[src/rtl/ccs_pkg.sv]
// Constants and types shared by the common command and status unit.
package ccs_pkg;

  // Standard event register and mask bit positions.
  localparam int ESR_PON = 7;
  localparam int ESR_CME = 5;
  localparam int ESR_EXE = 4;
  localparam int ESR_DDE = 3;
  localparam int ESR_QYE = 2;
  localparam int ESR_OPC = 0;

  // Status byte bit positions.
  localparam int STB_OPER = 7;
  localparam int STB_MSS = 6;
  localparam int STB_ESB = 5;
  localparam int STB_MAV = 4;
  localparam int STB_QUES = 3;
  localparam int STB_ERRQ = 2;

  // Reset values and fixed masks.
  localparam logic [7:0] ESR_RESET = 8'h00;
  localparam logic [7:0] ESE_RESET = 8'h00;
  localparam logic [7:0] SRE_RESET = 8'h00;
  localparam logic [7:0] ESR_USED = 8'hBD;
  localparam logic [7:0] SRE_USED = 8'hBF;

  // Answer values.
  localparam logic [7:0] ASCII_ONE = 8'h31;
  localparam logic [7:0] TST_PASS = 8'h00;
  localparam logic [7:0] TST_FAIL = 8'h01;

  // Setting memory.
  localparam logic [7:0] SLOT_FIRST = 8'h01;
  localparam logic [7:0] SLOT_LAST = 8'h28;
  localparam int SLOT_COUNT = 40;
  localparam int SLOT_AW = 6;
  localparam int IDX_W = 6;

  typedef enum logic [3:0] {
    CMD_CLS = 4'h0,
    CMD_ESE = 4'h1,
    CMD_ESEQ = 4'h2,
    CMD_ESRQ = 4'h3,
    CMD_IDNQ = 4'h4,
    CMD_OPC = 4'h5,
    CMD_OPCQ = 4'h6,
    CMD_RCL = 4'h7,
    CMD_RST = 4'h8,
    CMD_SAV = 4'h9,
    CMD_SRE = 4'hA,
    CMD_SREQ = 4'hB,
    CMD_STBQ = 4'hC,
    CMD_TRG = 4'hD,
    CMD_TSTQ = 4'hE,
    CMD_UNKNOWN = 4'hF
  } ccs_cmd_e;

  typedef enum logic [1:0] {
    RESP_INT = 2'h0,
    RESP_CHAR = 2'h1
  } ccs_kind_e;

  typedef enum logic [1:0] {
    ST_IDLE = 2'b00,
    ST_OPCQ = 2'b01,
    ST_TEST = 2'b11,
    ST_IDN = 2'b10
  } ccs_state_e;

  typedef struct packed {
    logic [15:0] volt;
    logic [15:0] curr;
    logic [15:0] ovp;
    logic [15:0] ocp;
  } ccs_setting_s;

  typedef struct packed {
    ccs_kind_e kind;
    logic [7:0] data;
    logic last;
  } ccs_resp_s;

endpackage

[src/rtl/ccs_unit.sv]
// Common command interpreter with standard event and status byte logic.
`timescale 1ns/1ns
module ccs_unit
  import ccs_pkg::*;
#(
  // Identity text is arbitrary; it only shows the field layout.
  parameter int IDN_LEN = 40,
  parameter logic [8*IDN_LEN-1:0] IDN_TEXT = "MAKER,UNIT-100-1 01-01-2000,S000001,V1.0"
) (
  input wire logic mclk,
  input wire logic reset_n,
  input wire logic cmd_valid,
  input wire logic cmd_star,
  input wire ccs_cmd_e cmd_code,
  input wire logic [7:0] cmd_arg,
  output logic cmd_ready,
  output logic resp_valid,
  output ccs_resp_s resp,
  input wire logic serial_poll,
  output logic [7:0] poll_byte,
  input wire logic exe_err,
  input wire logic dde_err,
  input wire logic qye_err,
  input wire logic ops_pending,
  input wire logic oper_summary,
  input wire logic ques_summary,
  input wire logic msg_avail,
  input wire logic errq_nonempty,
  output logic clr_status,
  output logic reset_req,
  input wire ccs_setting_s set_now,
  output logic set_load,
  output ccs_setting_s set_out,
  input wire logic trig_armed,
  input wire logic [15:0] trig_level,
  output logic trig_fire,
  output logic [15:0] trig_volt,
  output logic test_start,
  input wire logic test_done,
  input wire logic test_fail,
  output logic [7:0] status_byte
);

  function automatic logic slot_ok(input logic [7:0] n);
    slot_ok = (n >= SLOT_FIRST) && (n <= SLOT_LAST);
  endfunction

  function automatic logic [SLOT_AW-1:0] slot_addr(input logic [7:0] n);
    logic [7:0] d;
    d = n - SLOT_FIRST;
    slot_addr = d[SLOT_AW-1:0];
  endfunction

  ccs_state_e state_r;
  logic [7:0] esr_r;
  logic [7:0] ese_r;
  logic [7:0] sre_r;
  logic pon_pend_r;
  logic opc_armed_r;
  logic rqs_r;
  logic mss_q_r;
  logic [IDX_W-1:0] idx_r;
  ccs_setting_s slot_mem [SLOT_COUNT];
  logic take;
  logic known;
  logic [7:0] ev_set;
  logic [7:0] stb_w;
  logic mss_w;
  logic [7:0] ev_clr_mask;

  assign cmd_ready = (state_r == ST_IDLE);
  assign take = cmd_valid && cmd_ready;
  assign known = cmd_star && (cmd_code != CMD_UNKNOWN);

  always_comb begin
    stb_w = 8'h00;
    stb_w[STB_OPER] = oper_summary;
    stb_w[STB_ESB] = |(esr_r & ese_r);
    stb_w[STB_MAV] = msg_avail;
    stb_w[STB_QUES] = ques_summary;
    stb_w[STB_ERRQ] = errq_nonempty;
    stb_w[STB_MSS] = |(stb_w & sre_r & SRE_USED);
  end
  assign mss_w = stb_w[STB_MSS];
  assign status_byte = stb_w;

  // Events raised this cycle; they win over any clear in the same cycle.
  always_comb begin
    ev_set = 8'h00;
    ev_set[ESR_PON] = pon_pend_r;
    ev_set[ESR_CME] = take && !known;
    ev_set[ESR_EXE] = exe_err || (take && known && !slot_ok(cmd_arg) &&
                      (cmd_code == CMD_RCL || cmd_code == CMD_SAV));
    ev_set[ESR_DDE] = dde_err;
    ev_set[ESR_QYE] = qye_err;
    ev_set[ESR_OPC] = opc_armed_r && !ops_pending;
    ev_clr_mask = 8'hFF;
    if (take && known && (cmd_code == CMD_CLS || cmd_code == CMD_ESRQ)) begin
      ev_clr_mask = 8'h00;
    end
  end

  always_ff @(posedge mclk) begin
    if (!reset_n) begin
      esr_r <= ESR_RESET;
    end else begin
      esr_r <= ((esr_r & ev_clr_mask) | ev_set) & ESR_USED;
    end
  end

  always_ff @(posedge mclk) begin
    if (!reset_n) begin
      pon_pend_r <= 1'b1;
    end else begin
      pon_pend_r <= 1'b0;
    end
  end

  always_ff @(posedge mclk) begin
    if (!reset_n) begin
      ese_r <= ESE_RESET;
      sre_r <= SRE_RESET;
    end else if (take && known) begin
      if (cmd_code == CMD_ESE) begin
        ese_r <= cmd_arg;
      end else if (cmd_code == CMD_SRE) begin
        sre_r <= cmd_arg & SRE_USED;
      end
    end
  end

  always_ff @(posedge mclk) begin
    if (!reset_n) begin
      opc_armed_r <= 1'b0;
    end else if (take && known && cmd_code == CMD_OPC) begin
      opc_armed_r <= 1'b1;
    end else if (!ops_pending || (take && known && cmd_code == CMD_CLS)) begin
      opc_armed_r <= 1'b0;
    end
  end

  always_ff @(posedge mclk) begin
    if (!reset_n) begin
      rqs_r <= 1'b0;
      mss_q_r <= 1'b0;
      poll_byte <= 8'h00;
    end else begin
      mss_q_r <= mss_w;
      if (mss_w && !mss_q_r) begin
        rqs_r <= 1'b1;
      end else if (serial_poll || (take && known && cmd_code == CMD_CLS)) begin
        rqs_r <= 1'b0;
      end
      if (serial_poll) begin
        poll_byte <= {stb_w[7], rqs_r, stb_w[5:0]};
      end
    end
  end

  // Command state machine; queries that must wait hold cmd_ready low.
  always_ff @(posedge mclk) begin
    if (!reset_n) begin
      state_r <= ST_IDLE;
      idx_r <= '0;
    end else begin
      case (state_r)
        ST_IDLE: begin
          idx_r <= '0;
          if (take && known) begin
            if (cmd_code == CMD_OPCQ) begin
              state_r <= ST_OPCQ;
            end else if (cmd_code == CMD_TSTQ) begin
              state_r <= ST_TEST;
            end else if (cmd_code == CMD_IDNQ) begin
              state_r <= ST_IDN;
            end
          end
        end
        ST_OPCQ: begin
          if (!ops_pending) begin
            state_r <= ST_IDLE;
          end
        end
        ST_TEST: begin
          if (test_done) begin
            state_r <= ST_IDLE;
          end
        end
        ST_IDN: begin
          idx_r <= idx_r + 1'b1;
          if (idx_r == IDX_W'(IDN_LEN - 1)) begin
            state_r <= ST_IDLE;
          end
        end
        default: begin
          state_r <= ST_IDLE;
        end
      endcase
    end
  end

  // Answers to the host.
  always_ff @(posedge mclk) begin
    if (!reset_n) begin
      resp_valid <= 1'b0;
      resp <= '0;
    end else begin
      resp_valid <= 1'b0;
      resp.kind <= RESP_INT;
      resp.last <= 1'b1;
      if (state_r == ST_IDLE && take && known) begin
        if (cmd_code == CMD_ESEQ) begin
          resp_valid <= 1'b1;
          resp.data <= ese_r;
        end else if (cmd_code == CMD_ESRQ) begin
          resp_valid <= 1'b1;
          resp.data <= esr_r;
        end else if (cmd_code == CMD_SREQ) begin
          resp_valid <= 1'b1;
          resp.data <= sre_r;
        end else if (cmd_code == CMD_STBQ) begin
          resp_valid <= 1'b1;
          resp.data <= stb_w;
        end
      end else if (state_r == ST_OPCQ && !ops_pending) begin
        resp_valid <= 1'b1;
        resp.kind <= RESP_CHAR;
        resp.data <= ASCII_ONE;
      end else if (state_r == ST_TEST && test_done) begin
        resp_valid <= 1'b1;
        resp.data <= test_fail ? TST_FAIL : TST_PASS;
      end else if (state_r == ST_IDN) begin
        resp_valid <= 1'b1;
        resp.kind <= RESP_CHAR;
        resp.data <= IDN_TEXT[8*(IDN_LEN-1-int'(idx_r)) +: 8];
        resp.last <= (idx_r == IDX_W'(IDN_LEN - 1));
      end
    end
  end

  always_ff @(posedge mclk) begin
    if (take && known && cmd_code == CMD_SAV && slot_ok(cmd_arg)) begin
      slot_mem[slot_addr(cmd_arg)] <= set_now;
    end
  end

  always_ff @(posedge mclk) begin
    if (!reset_n) begin
      set_load <= 1'b0;
      set_out <= '0;
    end else begin
      set_load <= 1'b0;
      if (take && known && cmd_code == CMD_RCL && slot_ok(cmd_arg)) begin
        set_load <= 1'b1;
        set_out <= slot_mem[slot_addr(cmd_arg)];
      end
    end
  end

  // Pulses to the rest of the instrument.
  always_ff @(posedge mclk) begin
    if (!reset_n) begin
      clr_status <= 1'b0;
      reset_req <= 1'b0;
      trig_fire <= 1'b0;
      trig_volt <= 16'h0000;
      test_start <= 1'b0;
    end else begin
      // clear operation, questionable and error queue
      clr_status <= take && known && cmd_code == CMD_CLS;
      reset_req <= take && known && cmd_code == CMD_RST;
      test_start <= take && known && cmd_code == CMD_TSTQ;
      trig_fire <= 1'b0;
      if (take && known && cmd_code == CMD_TRG && trig_armed) begin
        trig_fire <= 1'b1;
        trig_volt <= trig_level;
      end
    end
  end
endmodule

[config.mk]
export PLATFORM = sky130hd
export DESIGN_NAME = ccs_unit
export DESIGN_NICKNAME = d
export VERILOG_FILES = /design/src/rtl/ccs_pkg.sv /design/src/rtl/ccs_unit.sv
export SDC_FILE = /design/constraint.sdc
export NUM_CORES = 2
export LEC_CHECK = 0
export BUFFER_PORTS_ARGS = -buffer_cell sky130_fd_sc_hd__clkbuf_2
export CELL_PAD_IN_SITES_DETAIL_PLACEMENT = 1
export CELL_PAD_IN_SITES_GLOBAL_PLACEMENT = 1
export CORE_MARGIN = 8
export CORE_UTILIZATION = 49
export DETAILED_ROUTE_END_ITERATION = 8
export PLACE_DENSITY = 0.73
export SLEW_MARGIN = 20
export SYNTH_ARGS = -nofsm -noshare
export SYNTH_HDL_FRONTEND = slang
export SYNTH_SLANG_ARGS = --single-unit
[constraint.sdc]
create_clock -name mclk -period 9.3 [get_ports mclk]
set_input_delay 0.93 -clock mclk [delete_from_list [all_inputs] [get_ports mclk]]
set_output_delay 0.93 -clock mclk [all_outputs]
set_load 0.005 [all_outputs]
==> results.md <==
* Syn Inst Count at approximately 5.6k
* Metal2 WL at 151000 um
* Mapped Avg Cell Area at 18.6 um^2
* Internal power at roughly 20 mW
* Proportion of layout cells with a drive suffix above 1 at between 20% and 30%
* First-pass GRT wire length at ~440000 um
* Final HPWL DP at ~170000 um
* Total congestion overflow at 0
* Upper clock frequency limit at between 150 and 200 MHz
* Post-CTS Setup Bufs at 0
* Wl on met1 at 120000 um
* # rows at around 170
* Synthesized flop and latch total at about 2.7k
* Routed wl met3 at around 25000 um
* Initial DRT Pass Iterations at 5
* Final hold violation count at 0
* Final worst path period need at between 5 and 6 ns
* Switching share of power at between 20% and 30%
* # nets final at between 6k and 7k
* Vias per cell at 6.46
* Fin crit share at between 50% and 60%
* Die X at 477 um
* EDFF count, synth at around 2.6k
* Final setup violation count at 0
* Clock Sinks at ~2.7k
* Worst-path clk slew at 0.06 ns
* CTS resizes at 0
* Psw at 5.75 mW
* Power per Cell Area at ~220 nW/um^2
* H-tree level count at 5
* Req. time, crit path at 9.84 ns
* Hold Buf Count CTS at 0
* Relative slew slack at a little under a quarter
* Final Util at between 50% and 60%
* Dpl ws at approximately 3.0 ns
* Number of global-route vias before repair at about 60k
* Arrival time at the worst endpoint at 5.97 ns
* Routed WL per cell at around 34 um
* MaxCap Viol Count at 0
* Hold slack at 0.240 ns
* Hold WC Path Type: in -> reg
* Slew Limit Fails at 0
* TNS Setup at 0 ns
* Largest net degree at the start of global routing at approximately 130
* CP Launch Type: input port
* Ys async rst share at 0%
* Post-Route Skew at around 0.054 ns
* Die ar. at about 230000 um^2
* CP Max Fanout at 37
* DR DRC count at 0
* Unrepaired setup endpoints after global routing: false
* Worst skew pair latency at 0.95 ns
* Register area share after synthesis at 76.3%
* Post-synthesis cell type count at 62
* Fill cell count at around 19k
* Non-filler cells, final at approximately 8.9k
* Core Region at 212000 um^2
* Share of power burned in combinational logic at 6.0%
* Total number of vias at 57.8k
* Synth Warn # at 0
* Initial Util at between 40% and 50%
* Clock power share at about 43%
* DRT Wirelength at 308000 um
* Clock Path Buffers at 4
* CTS tree: built
* Routability Congestion at between 0.7 and 0.8
* CTS buffer count at 295
* # port buffers at approximately 220
* Tot GR Track Use at 26.3%
* Netlist Area Pre-Place at roughly 100000 um^2
* Top layer in use: met5
* Worst-margin pin slew at around 1.1 ns
* Status: completed
* Leakage at 38.1 nW
* Sequential share of power at 50.8%
* Clk root buf: clkbuf_16
* Setup CP Type: in -> reg
* Die Height at 477 um
* DR iter-0 viols at approximately 6.6k
* CP Capture Type: register
* Layout area overhead at 13.6%
* Max VDD drop at around 0.18 mV
* DRT antenna net count at 0
* Placed instance count at 8423
* # IOs at around 220
* Final worst setup slack at about 3.9 ns
* Dominant synthesized flop cell: edfxtp_1
* Antenna violations before repair at 17
[per-stage QoR]
stage          total power [mW]  cell area [um^2]
2_1_floorplan              14.5            104000
4_1_cts                    26.4            118000
5_1_grt                    26.8            118000
6_report                   26.2            118000
3_3_place_gp               15.1            109000
3_5_place_dp               15.1            109000
[cells in the final DEF, fill, tap and decap left out, drive strengths merged, types with 85 or more instances in the layout]
cell / Yosys / routed
edfxtp: 2560 / 2560
nand2: 668 / 668
clkbuf: 215 / 603
mux4: 515 / 515
a21oi: 312 / 312
mux2i: 152 / 152
dfxtp: 135 / 135
buf: 151 / 135
o21ai: 124 / 124
nor2: 107 / 107
clkinv: 1 / 89
nand3: 86 / 86
mux2: 85 / 85
[path summary, 6_finish.rpt]
kind / start / endpoint / slack (ns) / cells after the start
setup reg to reg: state_r[0]$_SDFFE_PN0P_ / slot_mem[29][32]$_DFFE_PP_ / 4.78 / 6
setup / recovery: cmd_arg[0] / slot_mem[29][32]$_DFFE_PP_ / 3.88 / 11
hold / removal: qye_err / esr_r[2]$_SDFF_PN0_ / 0.24 / 3
hold reg to reg: mss_q_r$_SDFF_PN0_ / rqs_r$_SDFFE_PN0P_ / 0.41 / 1
[power groups by stage]
stage	clock [mW]	combinational [mW]	sequential, mW
2_1_floorplan	0	0.937	13.6
3_3_place_gp	0	1.53	13.6
3_5_place_dp	0	1.57	13.6
4_1_cts	11.5	1.58	13.3
5_1_grt	11.9	1.67	13.3
6_report	11.3	1.58	13.3
[metal layers]
metal	GRT usage [%]	vias to the layer above
li1	-	23200
met1	35.5	30900
met2	43.6	3093
met3	4.50	667
met4	9.33	6
met5	0	-
[area by class of cell]
type / instances / area [um^2] / area share, %
Sequential cell: 2695 / 79600 / 67.2
Multi-Input combinational cell: 2543 / 23600 / 19.9
Clock buffer: 389 / 8050 / 6.79
Tap cell: 2821 / 3530 / 2.98
Timing Repair Buffer: 349 / 2500 / 2.11
Clock inverter: 123 / 1140 / 0.961
Inverter: 19 / 76.3 / 0.0644
Antenna cell: 9 / 22.5 / 0.0190
[cell usage after synthesis (all sizes together) (10+ instances only)]
library cell | number | area share [%]
buf | 151 | 0.67
o22ai | 52 | 0.31
a221o | 38 | 0.36
nor3 | 24 | 0.13
o211ai | 84 | 0.60
or3 | 11 | 0.066
dfxtp | 135 | 2.6
a31oi | 47 | 0.28
and3 | 41 | 0.25
mux2i | 152 | 1.5
mux4 | 515 | 11
nand3 | 86 | 0.41
nor4 | 57 | 0.34
mux2 | 85 | 0.92
inv | 18 | 0.065
a21oi | 312 | 1.5
o22a | 10 | 0.084
o21ai | 124 | 0.59
nand2b | 14 | 0.084
nand2 | 668 | 2.4
a22oi | 12 | 0.086
nor2b | 10 | 0.060
edfxtp | 2560 | 74
nor2 | 107 | 0.39
clkbuf | 215 | 0.77
[state kept, by name, summed over array words and instances (netlist names)]
signal       count
clr_status       1
ese_r            8
esr_r            6
idx_r            6
mss_q_r          1
opc_armed_r      1
poll_byte        6
pon_pend_r       1
reset_req        1
resp            10
resp_valid       1
rqs_r            1
set_load         1
set_out         64
slot_mem      2560
sre_r            7
state_r          2
test_start       1
trig_fire        1
trig_volt       16
[critical path, cell delays in order]
cell	delay [ns]
buf_8	0.31
clkinv_1	0.32
buf_4	0.30
ha_1	0.36
nor3b_1	0.26
a21oi_1	0.29
o21ai_1	0.13
or4_1	0.76
or3_1	0.65
nor2_4	0.93
buf_4	0.57
[kinds of logic (layout without fill, tap and decap cells)]
| kind of cell | count (synthesis) | after routing | share of synthesized area, % |
|---|---|---|---|
| xor+xnor | 12 | 12 | 0.101 |
| simple gates | 1046 | 1046 | 4.33 |
| flops | 2695 | 2695 | 76.3 |
| other cells | 1 | 14 | 0.00360 |
| compound gates | 720 | 720 | 4.17 |
| buf+inv | 385 | 880 | 1.51 |
| fa+ha+maj | 8 | 8 | 0.0960 |
| mux | 752 | 752 | 13.5 |
Power figures use the tool's default switching activity.
